--- src/verilog/dswk_pkg.sv ---
package dswk_pkg;
  // Bus geometry
  localparam int AXI_DW = 32;
  localparam int RESP_W = 2;
  localparam int REG_W = 8;
  localparam int FLAG_W = 9;
  localparam logic [1:0] RESP_OKAY = 2'h0;
  localparam logic [1:0] RESP_SLVERR = 2'h2;
  // Register indices; byte address is four times the index
  localparam logic [13:0] IDX_WAKE_LOW = 14'h0F4A;
  localparam logic [13:0] IDX_WAKE_HIGH = 14'h0F4B;
  localparam logic [13:0] IDX_SCRATCH0 = 14'h0F4E;
  localparam logic [13:0] IDX_SCRATCH1 = 14'h0F4F;
  localparam logic [13:0] IDX_WDOG_CTRL = 14'h0F40;
  localparam logic [13:0] IDX_IRQ_STAT = 14'h0F41;
  localparam logic [13:0] IDX_IRQ_CLR = 14'h0F42;
  localparam logic [13:0] IDX_IRQ_EN = 14'h0F43;
  // Wake flag positions; bit 8 is the high register's bit 0
  localparam int WK_POR = 0;
  localparam int WK_MASTER_CLEAR_PIN = 2;
  localparam int WK_ALARM = 3;
  localparam int WK_WDOG = 4;
  localparam int WK_ULP = 5;
  localparam int WK_FAULT = 7;
  localparam int WK_PIN = 8;
  localparam logic [8:0] WK_IMPL = 9'h1BD;
  localparam logic [8:0] WK_RESET = 9'h001;
  // Watchdog control fields
  localparam int WDC_ULP_EN = 2;
  localparam int WDC_SINK = 4;
  localparam int WDC_LVL = 5;
  localparam logic [7:0] WDC_RESET = 8'h00;
  // Interrupt status positions
  localparam int IRQ_ULP_SLEEP = 0;
  localparam int IRQ_DS_LOG = 1;
  localparam int IRQ_LOST = 2;
  localparam int IRQ_W = 3;
  localparam logic [7:0] SCRATCH_RESET = 8'h00;
endpackage : dswk_pkg

--- src/verilog/dswk_wake_if.sv ---
`timescale 1ns/1ps
interface dswk_wake_if;
  logic deep_sleep;
  logic [8:0] src;
  logic wr_low;
  logic wr_high;
  logic [7:0] wdata;
  logic [8:0] flags;
  logic logged;
  logic new_log;
  modport ctl (output deep_sleep, src, wr_low, wr_high, wdata, input flags, logged, new_log);
  modport logger (input deep_sleep, src, wr_low, wr_high, wdata, output flags, logged, new_log);
endinterface : dswk_wake_if

--- src/verilog/dswk_wake_log.sv ---
`timescale 1ns/1ps
module dswk_wake_log (
  // Clock and reset
  input wire logic clk_in,
  input wire logic nrst_in,
  // Wake event and flag carrier
  dswk_wake_if.logger wk
);
  import dswk_pkg::*;

  logic [8:0] flags_ff;
  logic logged_ff;
  logic [8:0] cand;
  logic [8:0] pick;
  logic [8:0] set_v;
  logic [8:0] wmask;
  logic [8:0] wval;
  logic [8:0] nxt_flags;
  logic nxt_logged;

  // Lowest position wins a tie, so exactly one source is logged
  assign cand = wk.src & WK_IMPL;
  assign pick = cand & (~cand + 9'h001);
  // Outside deep sleep only the power-on flag may set
  assign set_v = wk.deep_sleep ? (logged_ff ? 9'h000 : pick)
                               : (cand & WK_RESET); // see [RULE10] see [RULE18]
  assign wmask = {wk.wr_high, {8{wk.wr_low}}};
  assign wval = {wk.wdata[0], wk.wdata} & WK_IMPL;
  // Hardware set wins over a software write in the same cycle
  assign nxt_flags = set_v | (wmask & wval) | (~wmask & flags_ff); // see [RULE19]
  assign nxt_logged = wk.deep_sleep & (logged_ff | (|pick));

  // Flags and first-source latch
  always_ff @(posedge clk_in or negedge nrst_in)
  begin
    if (!nrst_in)
    begin
      flags_ff <= WK_RESET; // see [RULE9] see [RULE11]
      logged_ff <= 1'b0;
    end
    else
    begin
      flags_ff <= nxt_flags & WK_IMPL; // see [RULE11]
      logged_ff <= nxt_logged;
    end
  end

  assign wk.flags = flags_ff;
  assign wk.logged = logged_ff;
  assign wk.new_log = |set_v & wk.deep_sleep;
endmodule : dswk_wake_log

--- src/verilog/dswk_top.sv ---
// Local design decision: the AXI4-Lite slave port.
`timescale 1ns/1ps
// What this block does
// [RULE1] Two byte-wide scratch registers, software read and write, kept through deep sleep
// [RULE2] Scratch lost only on core brown-out, deep-sleep brown-out trip, or supply cycling
// [RULE3] High wake register bit 0 logs pin-change wake in deep sleep; others zero
// [RULE4] Low wake register bit 7 logs a fault found during deep sleep
// [RULE5] Low wake register bit 5 logs an ultra low-power wake in deep sleep
// [RULE6] Low wake register bit 4 logs deep-sleep watchdog timeout
// [RULE7] Low wake register bit 3 logs a calendar alarm in deep sleep
// [RULE8] Low wake register bit 2 logs master clear pin asserted in deep sleep
// [RULE9] Low wake register bit 0 logs an active power-on detect; resets to one
// [RULE10] Power-on flag may set even outside deep sleep
// [RULE11] Low wake bits 6 and 1 read zero; other flags reset to zero
// [RULE12] Low-power wake from ordinary sleep sets the level flag in watchdog control
// [RULE13] Low-power wake from deep sleep sets the wake-status flag instead
// [RULE14] Sense input below threshold raises an interrupt that wakes from sleep
// [RULE15] In ordinary sleep the wake level is driven out for external detection
// [RULE16] Software charges the sense capacitor, then releases the pin before discharge
// [RULE17] Software sets module enable and current sink together to start discharge
// [RULE18] With several sources, only the first to assert is logged
// [RULE19] Each wake flag clears on a software zero write and otherwise holds; here a software one write sets the flag
module dswk_top #(
  parameter int ADDR_W = 16
) (
  // Clock and reset
  input wire logic sys_clk_in,
  input wire logic nrst_in,
  // AXI4-Lite write channels
  input wire logic [ADDR_W-1:0] s_axi_awaddr_in,
  input wire logic s_axi_awvalid_in,
  output logic s_axi_awready_out,
  input wire logic [dswk_pkg::AXI_DW-1:0] s_axi_wdata_in,
  input wire logic [dswk_pkg::AXI_DW/8-1:0] s_axi_wstrb_in,
  input wire logic s_axi_wvalid_in,
  output logic s_axi_wready_out,
  output logic [dswk_pkg::RESP_W-1:0] s_axi_bresp_out,
  output logic s_axi_bvalid_out,
  input wire logic s_axi_bready_in,
  // AXI4-Lite read channels
  input wire logic [ADDR_W-1:0] s_axi_araddr_in,
  input wire logic s_axi_arvalid_in,
  output logic s_axi_arready_out,
  output logic [dswk_pkg::AXI_DW-1:0] s_axi_rdata_out,
  output logic [dswk_pkg::RESP_W-1:0] s_axi_rresp_out,
  output logic s_axi_rvalid_out,
  input wire logic s_axi_rready_in,
  // Power state
  input wire logic deep_sleep_in,
  input wire logic sleep_in,
  // Wake sources
  input wire logic pin_change_in,
  input wire logic fault_in,
  input wire logic ds_watchdog_timeout_in,
  input wire logic alarm_in,
  input wire logic master_clear_pin_in,
  input wire logic por_active_in,
  input wire logic por_detect_in,
  // Sense pin comparator, high while below the low threshold
  input wire logic sense_low_in,
  // Retention supply monitors
  input wire logic core_brownout_in,
  input wire logic deep_sleep_brownout_en_in,
  input wire logic deep_sleep_brownout_trip_in,
  input wire logic supply_cycle_in,
  // Wake and interrupt outputs
  output logic wake_level_output_out,
  output logic current_sink_out,
  output logic sleep_wake_irq_out,
  output logic irq_out
);
  import dswk_pkg::*;

  if (ADDR_W < 16)
  begin : g_bad_addr
    $error("ADDR_W must be at least 16");
  end

  dswk_wake_if wk ();

  logic aw_hold_ff;
  logic w_hold_ff;
  logic bvalid_ff;
  logic awready_ff;
  logic wready_ff;
  logic [13:0] waddr_ff;
  logic [7:0] wbyte_ff;
  logic wlane_ff;
  logic arready_ff;
  logic rvalid_ff;
  logic [AXI_DW-1:0] rdata_ff;
  logic rresp_err_ff;
  logic bresp_err_ff;
  logic [7:0] scratch0_ff;
  logic [7:0] scratch1_ff;
  logic [7:0] wdc_ff;
  logic [IRQ_W-1:0] irq_stat_ff;
  logic [IRQ_W-1:0] irq_en_ff;
  logic irq_ff;
  logic wake_lvl_ff;
  logic sink_ff;
  logic sleep_irq_ff;

  // Write channel handshakes; address and data may arrive in either order
  wire aw_hs = s_axi_awvalid_in & awready_ff;
  wire w_hs = s_axi_wvalid_in & wready_ff;
  wire do_write = aw_hold_ff & w_hold_ff & ~bvalid_ff;
  wire nxt_aw_hold = (aw_hold_ff | aw_hs) & ~do_write;
  wire nxt_w_hold = (w_hold_ff | w_hs) & ~do_write;
  wire nxt_bvalid = do_write | (bvalid_ff & ~s_axi_bready_in);
  wire ar_hs = s_axi_arvalid_in & arready_ff;
  wire nxt_rvalid = ar_hs | (rvalid_ff & ~s_axi_rready_in);

  // Write decode; only byte lane 0 carries register data
  wire wr_en = do_write & wlane_ff;
  wire wr_low = wr_en & (waddr_ff == IDX_WAKE_LOW);
  wire wr_high = wr_en & (waddr_ff == IDX_WAKE_HIGH);
  wire wr_scr0 = wr_en & (waddr_ff == IDX_SCRATCH0);
  wire wr_scr1 = wr_en & (waddr_ff == IDX_SCRATCH1);
  wire wr_wdc = wr_en & (waddr_ff == IDX_WDOG_CTRL);
  wire wr_iclr = wr_en & (waddr_ff == IDX_IRQ_CLR);
  wire wr_ien = wr_en & (waddr_ff == IDX_IRQ_EN);
  wire w_hit = wr_low | wr_high | wr_scr0 | wr_scr1 | wr_wdc | wr_iclr | wr_ien;
  wire w_map = (waddr_ff == IDX_WAKE_LOW) | (waddr_ff == IDX_WAKE_HIGH)
             | (waddr_ff == IDX_SCRATCH0) | (waddr_ff == IDX_SCRATCH1)
             | (waddr_ff == IDX_WDOG_CTRL) | (waddr_ff == IDX_IRQ_STAT)
             | (waddr_ff == IDX_IRQ_CLR) | (waddr_ff == IDX_IRQ_EN);

  // Read decode; the clear register is write-only and reads zero
  wire [13:0] ridx = s_axi_araddr_in[15:2];
  wire r_map = (ridx == IDX_WAKE_LOW) | (ridx == IDX_WAKE_HIGH)
             | (ridx == IDX_SCRATCH0) | (ridx == IDX_SCRATCH1)
             | (ridx == IDX_WDOG_CTRL) | (ridx == IDX_IRQ_STAT)
             | (ridx == IDX_IRQ_CLR) | (ridx == IDX_IRQ_EN);
  wire [7:0] rd_byte =
      (ridx == IDX_WAKE_LOW) ? wk.flags[7:0] :
      (ridx == IDX_WAKE_HIGH) ? {7'h00, wk.flags[WK_PIN]} : // see [RULE3]
      (ridx == IDX_SCRATCH0) ? scratch0_ff :
      (ridx == IDX_SCRATCH1) ? scratch1_ff :
      (ridx == IDX_WDOG_CTRL) ? wdc_ff :
      (ridx == IDX_IRQ_STAT) ? {5'h00, irq_stat_ff} :
      (ridx == IDX_IRQ_EN) ? {5'h00, irq_en_ff} : 8'h00;

  // Scratch loss: core brown-out outside deep sleep, an enabled deep-sleep brown-out trip, or supply cycling wipes both bytes
  wire lose = (core_brownout_in & ~deep_sleep_in)
            | (deep_sleep_in & deep_sleep_brownout_en_in & deep_sleep_brownout_trip_in)
            | supply_cycle_in; // see [RULE2]

  // Discharge runs only with both enable and sink set by software
  wire ulp_armed = wdc_ff[WDC_ULP_EN] & wdc_ff[WDC_SINK]; // see [RULE17]
  wire ulp_fire = ulp_armed & sense_low_in;
  wire in_sleep = sleep_in & ~deep_sleep_in;
  wire ulp_sleep_wake = in_sleep & ulp_fire; // see [RULE14]
  wire ulp_ds_wake = deep_sleep_in & ulp_fire; // see [RULE13]
  wire por_evt = por_active_in & por_detect_in; // see [RULE9]

  // Wake source vector toward the logger
  assign wk.deep_sleep = deep_sleep_in;
  assign wk.src = {pin_change_in, fault_in, 1'b0, ulp_ds_wake, ds_watchdog_timeout_in,
                   alarm_in, master_clear_pin_in, 1'b0, por_evt};
  assign wk.wr_low = wr_low;
  assign wk.wr_high = wr_high;
  assign wk.wdata = wbyte_ff;

  dswk_wake_log u_log (
    .clk_in (sys_clk_in),
    .nrst_in (nrst_in),
    .wk (wk)
  );

  // Interrupt events; set wins over the clear register
  wire [IRQ_W-1:0] irq_set = {lose, wk.new_log, ulp_sleep_wake};
  wire [IRQ_W-1:0] irq_clr = wr_iclr ? wbyte_ff[IRQ_W-1:0] : '0;
  wire [IRQ_W-1:0] nxt_irq_stat = irq_set | (irq_stat_ff & ~irq_clr);
  // Level flag: hardware set wins over software writes
  wire [7:0] nxt_wdc = (wr_wdc ? wbyte_ff : wdc_ff)
                     | (ulp_sleep_wake ? 8'(1 << WDC_LVL) : 8'h00); // see [RULE12]

  // Write path handshake state
  always_ff @(posedge sys_clk_in or negedge nrst_in)
  begin
    if (!nrst_in)
    begin
      aw_hold_ff <= 1'b0;
      w_hold_ff <= 1'b0;
      bvalid_ff <= 1'b0;
      awready_ff <= 1'b0;
      wready_ff <= 1'b0;
      bresp_err_ff <= 1'b0;
    end
    else
    begin
      aw_hold_ff <= nxt_aw_hold;
      w_hold_ff <= nxt_w_hold;
      bvalid_ff <= nxt_bvalid;
      awready_ff <= ~nxt_aw_hold & ~nxt_bvalid;
      wready_ff <= ~nxt_w_hold & ~nxt_bvalid;
      if (do_write)
        bresp_err_ff <= ~w_map;
    end
  end

  // Captured write address and data
  always_ff @(posedge sys_clk_in or negedge nrst_in)
  begin
    if (!nrst_in)
    begin
      waddr_ff <= '0;
      wbyte_ff <= 8'h00;
      wlane_ff <= 1'b0;
    end
    else
    begin
      if (aw_hs)
        waddr_ff <= s_axi_awaddr_in[15:2];
      if (w_hs)
      begin
        wbyte_ff <= s_axi_wdata_in[7:0];
        wlane_ff <= s_axi_wstrb_in[0];
      end
    end
  end

  // Read path; one cycle from address to data
  always_ff @(posedge sys_clk_in or negedge nrst_in)
  begin
    if (!nrst_in)
    begin
      arready_ff <= 1'b0;
      rvalid_ff <= 1'b0;
      rdata_ff <= '0;
      rresp_err_ff <= 1'b0;
    end
    else
    begin
      arready_ff <= ~nxt_rvalid;
      rvalid_ff <= nxt_rvalid;
      if (ar_hs)
      begin
        rdata_ff <= AXI_DW'(rd_byte);
        rresp_err_ff <= ~r_map;
      end
    end
  end

  // Scratch bytes; reset stands for the supply coming up from zero
  always_ff @(posedge sys_clk_in or negedge nrst_in)
  begin
    if (!nrst_in)
    begin
      scratch0_ff <= SCRATCH_RESET;
      scratch1_ff <= SCRATCH_RESET;
    end
    else if (lose)
    begin
      scratch0_ff <= SCRATCH_RESET; // see [RULE2]
      scratch1_ff <= SCRATCH_RESET;
    end
    else
    begin
      if (wr_scr0)
        scratch0_ff <= wbyte_ff; // see [RULE1]
      if (wr_scr1)
        scratch1_ff <= wbyte_ff;
    end
  end

  // Watchdog control and interrupt registers
  always_ff @(posedge sys_clk_in or negedge nrst_in)
  begin
    if (!nrst_in)
    begin
      wdc_ff <= WDC_RESET;
      irq_stat_ff <= '0;
      irq_en_ff <= '0;
      irq_ff <= 1'b0;
    end
    else
    begin
      wdc_ff <= nxt_wdc;
      irq_stat_ff <= nxt_irq_stat;
      if (wr_ien)
        irq_en_ff <= wbyte_ff[IRQ_W-1:0];
      irq_ff <= |(nxt_irq_stat & (wr_ien ? wbyte_ff[IRQ_W-1:0] : irq_en_ff));
    end
  end

  // Pin-facing outputs; the wake level leaves only in ordinary sleep
  always_ff @(posedge sys_clk_in or negedge nrst_in)
  begin
    if (!nrst_in)
    begin
      wake_lvl_ff <= 1'b0;
      sink_ff <= 1'b0;
      sleep_irq_ff <= 1'b0;
    end
    else
    begin
      wake_lvl_ff <= ulp_sleep_wake; // see [RULE15]
      sink_ff <= ulp_armed;
      sleep_irq_ff <= ulp_sleep_wake; // see [RULE14]
    end
  end

  assign s_axi_awready_out = awready_ff;
  assign s_axi_wready_out = wready_ff;
  assign s_axi_bvalid_out = bvalid_ff;
  assign s_axi_bresp_out = bresp_err_ff ? RESP_SLVERR : RESP_OKAY;
  assign s_axi_arready_out = arready_ff;
  assign s_axi_rvalid_out = rvalid_ff;
  assign s_axi_rdata_out = rdata_ff;
  assign s_axi_rresp_out = rresp_err_ff ? RESP_SLVERR : RESP_OKAY;
  assign wake_level_output_out = wake_lvl_ff;
  assign current_sink_out = sink_ff;
  assign sleep_wake_irq_out = sleep_irq_ff;
  assign irq_out = irq_ff;

  wire first_ok = deep_sleep_in & ~wk.logged & ~wr_low & ~wr_high;
endmodule : dswk_top

--- config.mk ---
export PLATFORM = sky130hd
export DESIGN_NAME = dswk_top
export DESIGN_NICKNAME = d
export VERILOG_FILES = /design/src/verilog/dswk_pkg.sv /design/src/verilog/dswk_wake_if.sv /design/src/verilog/dswk_wake_log.sv /design/src/verilog/dswk_top.sv
export SDC_FILE = /design/constraint.sdc
export NUM_CORES = 1
export LEC_CHECK = 0
export ABC_AREA = 1
export BUFFER_PORTS_ARGS = -buffer_cell sky130_fd_sc_hd__buf_2
export CORE_MARGIN = 4
export CORE_UTILIZATION = 45
export DETAILED_ROUTE_END_ITERATION = 7
export GPL_ROUTABILITY_DRIVEN = 1
export PLACE_DENSITY_LB_ADDON = 0.1
export SLEW_MARGIN = 40
export SYNTH_ARGS = -nofsm -noshare
export SYNTH_HDL_FRONTEND = slang
export SYNTH_SLANG_ARGS = --single-unit
export TNS_END_PERCENT = 20
--- constraint.sdc ---
create_clock -name sys_clk_in -period 1.45 [get_ports sys_clk_in]
set_clock_uncertainty 0.05 [all_clocks]
set_input_delay 0.29 -clock sys_clk_in [delete_from_list [all_inputs] [get_ports sys_clk_in]]
set_output_delay 0.29 -clock sys_clk_in [all_outputs]
set_load 0.03 [all_outputs]
# ---- After elaboration in Yosys (flattened, before gate mapping)
# Index checks and enable logic that the tools add are counted.
# Widths: inputs -> output; s select.
dict set report op_classes {
  eq_ne 16
  n_reduce_logical 5
  n_mux 19
  add_sub_neg 1
  bitwise 74
}
# op count
set op_table {}
lappend op_table {{$eq 14x12->1 const B} 16}
lappend op_table {{$mux 8} 10}
lappend op_table {{$and 1x1->1} 30}
lappend op_table {{$and 9x9->9} 3}
lappend op_table {{$or 1x1->1} 21}
lappend op_table {{$mux 9} 2}
lappend op_table {{$not 9->9} 2}
lappend op_table {{$or 9x9->9} 2}
lappend op_table {{$reduce_or 9->1} 2}
lappend op_table {{$mux 3} 4}
lappend op_table {{$not 1->1} 11}
lappend op_table {{$add 9x1->9 const B} 1}
lappend op_table {{$or 8x6->8} 1}
lappend op_table {{$and 3x3->3} 2}
lappend op_table {{$mux 6} 1}
lappend op_table {{$mux 2} 2}
lappend op_table {{$reduce_bool 2->1} 2}
lappend op_table {{$not 3->3} 1}
lappend op_table {{$or 3x3->3} 1}
lappend op_table {{$reduce_or 3->1} 1}
dict set report word_totals {
  word_cells 138
  regBits 81
}

# ---- Longest topological paths before layout
# Gate-level depths: netlist (run 1).
dict set report depth {
  word_depth 13
  depth_mapped 11
  ltp_nobuf 11
}

# ---- Modules after synthesis
# Synthesis (run 1) repeated with hierarchy kept, for this count alone.
dict set report unflattened {
  cells_unflattened 551
  area_unflattened_um2 4299.1
}
# mod cells_per_inst area_per_inst_um2 n_inst seq_area_each_um2
set modules_own_cells {}
lappend modules_own_cells {dswk_top 485 3827.4 1 1826.8}
lappend modules_own_cells {dswk_wake_log 66 471.7 1 201.4}

# ---- Worst setup path after synthesis (run 1)
# Ideal clock, no wire load.
dict set report synth_path {
  kind {reg-to-reg}
  from {register bvalid_ff, in the netlist s_axi_bvalid_out}
  to {register u_log.flags_ff[3], in the netlist u_log.wk.flags[3]}
  setup_ps 134
  n_path_buf 1
  stages_incl_launch_ff 8
  arrival_time_ps 1435
  setup_slack_ps -170
  synth_period_minus_slack_ps 1620
  cell_sequence {dfrtp_1 -> inv_1 -> nand3_2 -> nor2_2 -> nand4_1 -> clkbuf_1 -> nand2_1 -> o211ai_1}
}
dict set report synth_via {
  elab_chain_len 7
}
# item line_no
set synth_lines {}
lappend synth_lines {{start: declaration} dswk_top.sv:83} ;# logic bvalid_ff;
lappend synth_lines {{start signal: assignment} dswk_top.sv:195} ;# bvalid_ff <= nxt_bvalid;
lappend synth_lines {{$not 1->1 *} dswk_top.sv:107} ;# wire do_write = aw_hold_ff & w_hold_ff & ~bvalid_ff;
lappend synth_lines {{$and 1x1->1 *} dswk_top.sv:107}
lappend synth_lines {{$and 1x1->1 *} dswk_top.sv:115} ;# wire wr_en = do_write & wlane_ff;
lappend synth_lines {{$and 1x1->1 *} dswk_top.sv:116} ;# wire wr_low = wr_en & (waddr_ff == IDX_WAKE_LOW);
lappend synth_lines {{$and 9x9->9 / $not 9->9 (equally long branches)} dswk_wake_log.sv:30} ;# assign nxt_flags = set_v | (wmask & wval) | (~wmask & flags_ff);
lappend synth_lines {{$or 9x9->9 / $and 9x9->9 (equally long branches)} dswk_wake_log.sv:30}
lappend synth_lines {{$or 9x9->9 *} dswk_wake_log.sv:30}
lappend synth_lines {{via u_log.nxt_flags[3]} dswk_wake_log.sv:18} ;# logic [8:0] nxt_flags;
lappend synth_lines {{end signal: assignment} dswk_wake_log.sv:43} ;# flags_ff <= nxt_flags & WK_IMPL;
lappend synth_lines {{end: declaration} dswk_wake_log.sv:11} ;# logic [8:0] flags_ff;
# The timed path passes the listed nets; every way through them passes the cells marked *.
# A chain may end at the register's enable or synchronous reset.

# ---- Final worst setup path (run 1)
dict set report layout_path {
  from {register waddr_ff[13]}
  to {register u_log.flags_ff[4], in the netlist u_log.wk.flags[4]}
}
dict set report layout_via {
  elab_chain_len 5
}
# item line_no
set layout_lines {}
lappend layout_lines {{start: declaration} dswk_top.sv:86} ;# logic [13:0] waddr_ff;
lappend layout_lines {{start signal: assignment} dswk_top.sv:215} ;# waddr_ff <= s_axi_awaddr_in[15:2];
lappend layout_lines {{$eq 14x12->1 *} dswk_top.sv:116}
lappend layout_lines {{$and 1x1->1 *} dswk_top.sv:116}
lappend layout_lines {{$and 9x9->9 / $not 9->9 (equally long branches)} dswk_wake_log.sv:30}
lappend layout_lines {{$or 9x9->9 / $and 9x9->9 (equally long branches)} dswk_wake_log.sv:30}
lappend layout_lines {{$or 9x9->9 *} dswk_wake_log.sv:30}
lappend layout_lines {{via u_log.nxt_flags[4]} dswk_wake_log.sv:18}
# Marks and branches as above.

==> run_results.csv, run 1 <==
group,metric,value,unit
outcome,status,"finished with violations",
outcome,violations,"setup timing",
global_routing,antenna_found_initial,0,
layout,nFillCells,850,
pwr,power,6.733,mW
synthesis,synth.avg_cell_area,7.842,µm²
routing,ant_nets,0,
pwr,cell_internal_pwr,4.320,mW
placement,io_buffer_count,76,
pwr,ir_drop,1.015,mV
critical_path,end_kind,"register",
synthesis,ys_types,31,
pwr,switching_share,0.3584,
clock_network,cts_tree,"done",
layout,utilization,0.5946,
routing,met2_length,4747,µm
clock_network,cts_made_buffers,9,
clock_network,clk_path_buf_depth,2,
synthesis,synth_area,4133,µm²
synthesis,ys_seq_area_frac,0.4908,
routing,viasPerCell,4.826,
critical_path,cp_max_fo,12,
placement,dpl_worst_slack,-0.2373,ns
global_routing,overflow,0,
clock_network,clock_latency,0.35,ns
sta,rsz0062_at_grt,"true",
critical_path,crit_type,"reg -> reg",
synthesis,synthCells,527,
placement,gp_congestion,0.8181,
sta,holdWs,0.07694,ns
clock_network,h-tree-depth,3,
routing,drt-total-wl,9684,µm
layout,nNetsFinal,753,
sta,fin_crit_sh,1.072,
routing,dr.pass1.iters,4,
hold_path,hold_class,"in -> reg",
routing,wirelength_met1,4293,µm
global_routing,grt_pass1_vias,3723,
floorplan,dieArea,10780,µm²
clock_network,cts-root-buf,"clkbuf_8",
floorplan,die_w,103.8,µm
run,maxCapViolCount,0,
sta,setup_ws,-0.1040,ns
routing,highest_layer,"met4",
layout,fin_cells,777,
floorplan,core,8848,µm²
pwr,clkPwrFrac,0.239,
routing,drt_iter0_drc,128,
sta,fin_crit,1.554,ns
clock_network,clkTransAtPathRegs,0.08,ns
placement,dpl.hpwl,7547,µm
critical_path,start_kind,"register",
sta,fmax,0.6435,GHz
pwr,combPwrFrac,0.309,
pwr,seq_power_share,0.452,
layout,n_antenna_cell,0,
floorplan,die_y,103.8,µm
sta,final-setup-viol-count,33,
pwr,powerDensity,1280,nW/µm²
sta,report.final.slew_viol_count,0,
global_routing,grt_start_max_net_pins,34,
floorplan,ioPinCount,134,
synthesis,ys_seq_elements,81,
placement,dp_cells,756,
critical_path,crit_arrival,1.73,ns
pwr,p_sw,2.413,mW
layout,area_growth,27.31,%
global_routing,grtUsageTotal,0.1911,
floorplan,initial_utilization,0.4671,
pwr,leakagePower,2.846,nW
layout,drive_gt1_frac,0.2870,
routing,dr_total_vias,3750,
global_routing,grt_pass1_wl,17010,µm
routing,dr_wl_met3,510,µm
routing,routedWlPerCell,12.46,µm
clock_network,cts.sinks,81,
floorplan,rows,34,
routing,drc_errors,0,
critical_path,critical_path_required,1.63,ns
synthesis,yosysWarnings,0,
sta,finalHoldViolations,0,
-- power groups by stage --
stage	Clock (mW)	Combinational (mW)	Sequential [mW]
2_1_floorplan	0	1.18	3.15
3_3_place_gp	0	1.96	3.05
3_5_place_dp	0	2.01	3.07
4_1_cts	1.66	2.06	3.04
5_1_grt	1.76	2.37	3.12
6_report	1.61	2.08	3.04
-- routing by layer --
metal | track usage | vias to the layer above
met5 | 0 | -
met4 | 0.05033 | 0
met3 | 0.04726 | 9
met2 | 0.3208 | 87
met1 | 0.2477 | 1744
li1 | - | 1910
-- placed cells by master (no fill, tap or decap), types with 9 or more instances in the layout --
cell type,instances
dfrtp_1,79
buf_4,60
buf_2,75
nand3_1,35
o21ai_1,10
nand4_1,15
nand2_1,167
inv_1,49
conb_1,26
o21ai_0,32
clkbuf_8,9
nor2_1,36
-- final cells by class --
type,instances,area (µm²),share of cell area
clock inverter,5,56.30,0.01070
clock buffer,11,131.4,0.02497
multi-input combinational,375,1779,0.3382
timing repair buffer,141,909.6,0.1729
tap,108,135.1,0.02568
sequential,81,2029,0.3857
inverter,56,220.2,0.04185
-- metrics by stage --
stage	instance area (µm²)	TNS (ns)
detailed placement	4957	-5.349
CTS	5215	-3.416
floorplan	4247	-0.1836
global placement	4957	-4.110
finish	5261	-1.705
global route	5261	-6.413
-- cell usage after synthesis, drive strengths merged --
library cell / n / area share
o211ai: 8 / 0.015
or2: 1 / 0.0015
mux2: 1 / 0.0027
conb: 1 / 0.00091
dfstp: 1 / 0.0064
nor2: 41 / 0.038
o21ai: 49 / 0.065
dfrtp: 80 / 0.48
o2111ai: 1 / 0.0021
nand2: 175 / 0.16
clkbuf: 5 / 0.0045
buf: 35 / 0.063
inv: 55 / 0.050
clkinv: 1 / 0.00091
nor3: 12 / 0.021
o21bai: 1 / 0.0018
nand3: 37 / 0.046
nand4: 17 / 0.029
a21oi: 5 / 0.0061
a21o: 1 / 0.0018
-- kinds of logic after synthesis --
family                 Yosys count  share of synthesized area
other                            1                  0.0009074
muxes                            1                   0.002725
buffers and inverters           96                     0.1184
DFF                             81                     0.4908
AOI/OAI and AO/OA               65                    0.09113
and+or+nand+nor                283                     0.2961
-- sequential cells by signal (all words and copies together) (netlist names), 7 cells and up --
register and flops:
waddr_ff 14, s_axi_rdata_out 8, scratch0_ff 8, scratch1_ff 8
wbyte_ff 8, wdc_ff 8, u_log.wk.flags 7
-- critical path, cell delays in order, from the launching register on --
cell,delay (ns)
dfrtp_1,0.38
inv_2,0.06
nand2_2,0.09
nor3_4,0.19
buf_6,0.15
buf_4,0.11
nand4_1,0.08
buf_6,0.16
nand2_1,0.07
o211ai_1,0.08
-- path summary, 6_finish.rpt --
kind	end	from	slack, ns	depth (start not counted)
min	waddr_ff[4]	s_axi_awaddr_in[6]	0.08	3
max in group asynchronous	u_log.wk.flags[0]	nrst_in	0.50	3
max reg2reg	u_log.wk.flags[4]	waddr_ff[13]	-0.10	9
min in group asynchronous	waddr_ff[11]	nrst_in	0.33	2
max	u_log.wk.flags[4]	waddr_ff[13]	-0.10	9
min reg2reg	s_axi_arready_out	s_axi_rvalid_out	0.42	1
-- what timing repair did --
item                                   4_1_cts  5_1_grt
cloned                                       0        0
buffers inserted                             3        1
pin swaps                                    5        2
endpoints found under the hold margin       18        0
gates resized for setup                     14       13
setup endpoints to repair                   37       39
hold buffers                                 1        0
(Power assumes the default switching activity.)
==> run 2, diff against run 1 <==
--- a/config.mk
+++ b/config.mk
@@ -7,8 +7,8 @@
 export LEC_CHECK = 0
 export ABC_AREA = 1
 export BUFFER_PORTS_ARGS = -buffer_cell sky130_fd_sc_hd__buf_2
-export CORE_MARGIN = 4
-export CORE_UTILIZATION = 45
+export CORE_MARGIN = 8
+export CORE_UTILIZATION = 46
 export DETAILED_ROUTE_END_ITERATION = 7
 export GPL_ROUTABILITY_DRIVEN = 1
 export PLACE_DENSITY_LB_ADDON = 0.1
==> run 2 against run 1 <==
The run still ends with setup timing left. Register-to-register slack barely moved. Total power rose by 5.6%. Final cell count fell by 0.77%. Sequential share of layout area fell by 0.26 points. Sequential cell count did not move. Combinational power fell by 2%. Sequential power barely moved. Global-route usage fell by 2.1 points. Non-clock buffer count fell by 6. Critical path type unchanged. Critical endpoint is now irq_out. Largest cell class unchanged. Largest power group unchanged.
==> run_results.csv, run 2 (synthesized netlist as in run 1, its figures left out) <==
group,metric,value,unit
outcome,status,"finished with violations",
outcome,violations,"setup timing",
critical_path,crit_type,"reg -> reg",
sta,fin_crit_sh,1.075,
clock_network,cts.sinks,81,
pwr,seq_power_share,0.430,
global_routing,grt_start_max_net_pins,27,
routing,dr.pass1.iters,4,
global_routing,grt_util_met1,0.1983,
global_routing,grt_pass1_vias,3839,
pwr,p_sw,2.436,mW
sta,finalHoldViolations,0,
clock_network,h-tree-depth,3,
pwr,leakagePower,2.856,nW
critical_path,cpMostUsedCell,"nand2_1",
critical_path,slowest_delay,0.42,ns
layout,nNetsFinal,747,
floorplan,initial_utilization,0.4739,
global_routing,grt_pass1_wl,17510,µm
floorplan,die_y,110.8,µm
critical_path,cp_max_fo,7,
sta,rsz0062_at_grt,"true",
clock_network,clock_latency,0.35,ns
placement,gp_congestion,0.8364,
sta,setup_ws,-0.1093,ns
routing,viasPerCell,4.798,
routing,routedWlPerCell,13.21,µm
critical_path,crit_slowest_cell,"dfrtp_2",
critical_path,critical_path_required,1.64,ns
placement,io_buffer_count,76,
layout,top_register,"waddr_ff",
clock_network,clk_path_buf_depth,2,
layout,final_cell_mix,"165 x nand2_1, 79 x dfrtp_1, 75 x buf_2, 52 x buf_4, 49 x inv_1",
floorplan,die_w,110.8,µm
floorplan,dieArea,12270,µm²
pwr,powerDensity,1342,nW/µm²
critical_path,crit_chain,"inv_2 > nand3_4 > nor2_4 > nand3_2 > o21ai_1 > nand2_1 > nand2_1 > nand2_1 > inv_1 > nand2_1",
critical_path,end_kind,"register",
sta,fin_crit,1.559,ns
floorplan,ioPinCount,134,
routing,drc_errors,0,
layout,largest_register_ffs,14,
pwr,clkPwrFrac,0.285,
hold_path,hold_class,"in -> reg",
layout,drive_gt1_frac,0.2866,
clock_network,cts_tree,"done",
layout,final_common_cell,"nand2_1",
sta,holdWs,0.08608,ns
clock_network,cts_made_buffers,9,
critical_path,start_kind,"register",
global_routing,overflow,0,
global_routing,antenna_found_initial,0,
critical_path,crit_arrival,1.75,ns
global_routing,grtUsageTotal,0.1702,
pwr,combPwrFrac,0.285,
global_routing,busiest_layer,"met2",
layout,nFillCells,828,
sta,fmax,0.6413,GHz
layout,area_growth,28.19,%
run,maxCapViolCount,0,
routing,drt-total-wl,10180,µm
routing,ant_nets,0,
routing,drt_iter0_drc,201,
pwr,ir_drop,0.9955,mV
layout,utilization,0.6075,
routing,dr_total_vias,3699,
sta,final-setup-viol-count,30,
clock_network,cts-root-buf,"clkbuf_8",
placement,dpl.hpwl,8071,µm
sta,report.final.slew_viol_count,0,
layout,n_antenna_cell,0,
pwr,cell_internal_pwr,4.676,mW
pwr,switching_share,0.3425,
global_routing,use_met3,0.04491,
global_routing,grt.met2_usage,0.2901,
clock_network,clkTransAtPathRegs,0.08,ns
floorplan,rows,34,
floorplan,core,8721,µm²
[run 2: cell count changes in the layout (fill, tap and decap cells not counted), moves of 2 or more]
cell / previous run / this run
nand2_1: 167 / 165
bufinv_16: 1 / 3
o21ai_0: 32 / 30
buf_4: 60 / 52
buf_6: 3 / 5
nand3_2: 0 / 2
o21ai_1: 10 / 12
clkinv_2: 2 / 0
clkbuf_1: 2 / 0
[run 2: routing by layer]
metal / routed length [µm] / part of all wire
met3: 624 / 0.061
met2: 5096 / 0.50
met4: 104 / 0.010
met5: 0 / 0
met1: 4356 / 0.43
[run 2: power groups by stage]
stage                     combinational [mW]  sequential, mW  clock, mW
final                                   2.03            3.06       2.03
after detailed placement                1.94            3.08          0
after global placement                  1.91            3.06          0
after global routing                    2.29            3.13       2.15
after CTS                               2.04            3.05       2.07
after floorplan                         1.18            3.15          0
[run 2: repair_timing]
action	CTS	global route
hold buffers	1	0
buffers inserted	3	0
pin swaps	4	6
setup endpoints to repair	37	42
cloned	1	0
resized for setup	26	8
hold endpoints to repair	19	0
[run 2: final cells by class]
type                            instances  area (µm²)  share of cell area
Clock buffer                           10       137.6             0.02598
Clock inverter                          6       115.1             0.02173
Inverter                               56       220.2             0.04157
Sequential cell                        81        2029              0.3831
Multi-Input combinational cell        375        1788              0.3375
Timing Repair Buffer                  135       872.1              0.1646
Tap cell                              108       135.1             0.02551
[run 2: critical path, delay by kind of cell (launching register included)]
family	cells	cell delay (ns)
compound gates	1	0.14
simple gates	7	0.72
buf+inv	2	0.13
flops	1	0.42
[run 2: through the flow]
| step | total power, mW | setup TNS, ns | instances | setup slack, ns | area (µm²) |
|---|---|---|---|---|---|
| after floorplan | 4.328 | -0.1836 | 552 | -0.02554 | 4247 |
| after global placement | 4.969 | -3.811 | 750 | -0.1918 | 4912 |
| after detailed placement | 5.019 | -4.525 | 750 | -0.2518 | 4912 |
| after CTS | 7.154 | -3.092 | 771 | -0.1685 | 5278 |
| after global routing | 7.570 | -6.141 | 771 | -0.2460 | 5298 |
| final | 7.111 | -1.552 | 771 | -0.1093 | 5298 |
[run 2: final timing paths]
kind / startpoint / end / slack, ns / cells after the start
worst max-delay path: s_axi_bvalid_out / irq_out / -0.11 / 10
worst min-delay path: s_axi_awaddr_in[13] / waddr_ff[11] / 0.09 / 3
worst max register to register: s_axi_bvalid_out / irq_out / -0.11 / 10
worst min register to register: s_axi_rvalid_out / s_axi_arready_out / 0.41 / 1
max in group asynchronous: nrst_in / u_log.wk.flags[0] / 0.49 / 3
min in group asynchronous: nrst_in / scratch1_ff[6] / 0.33 / 2
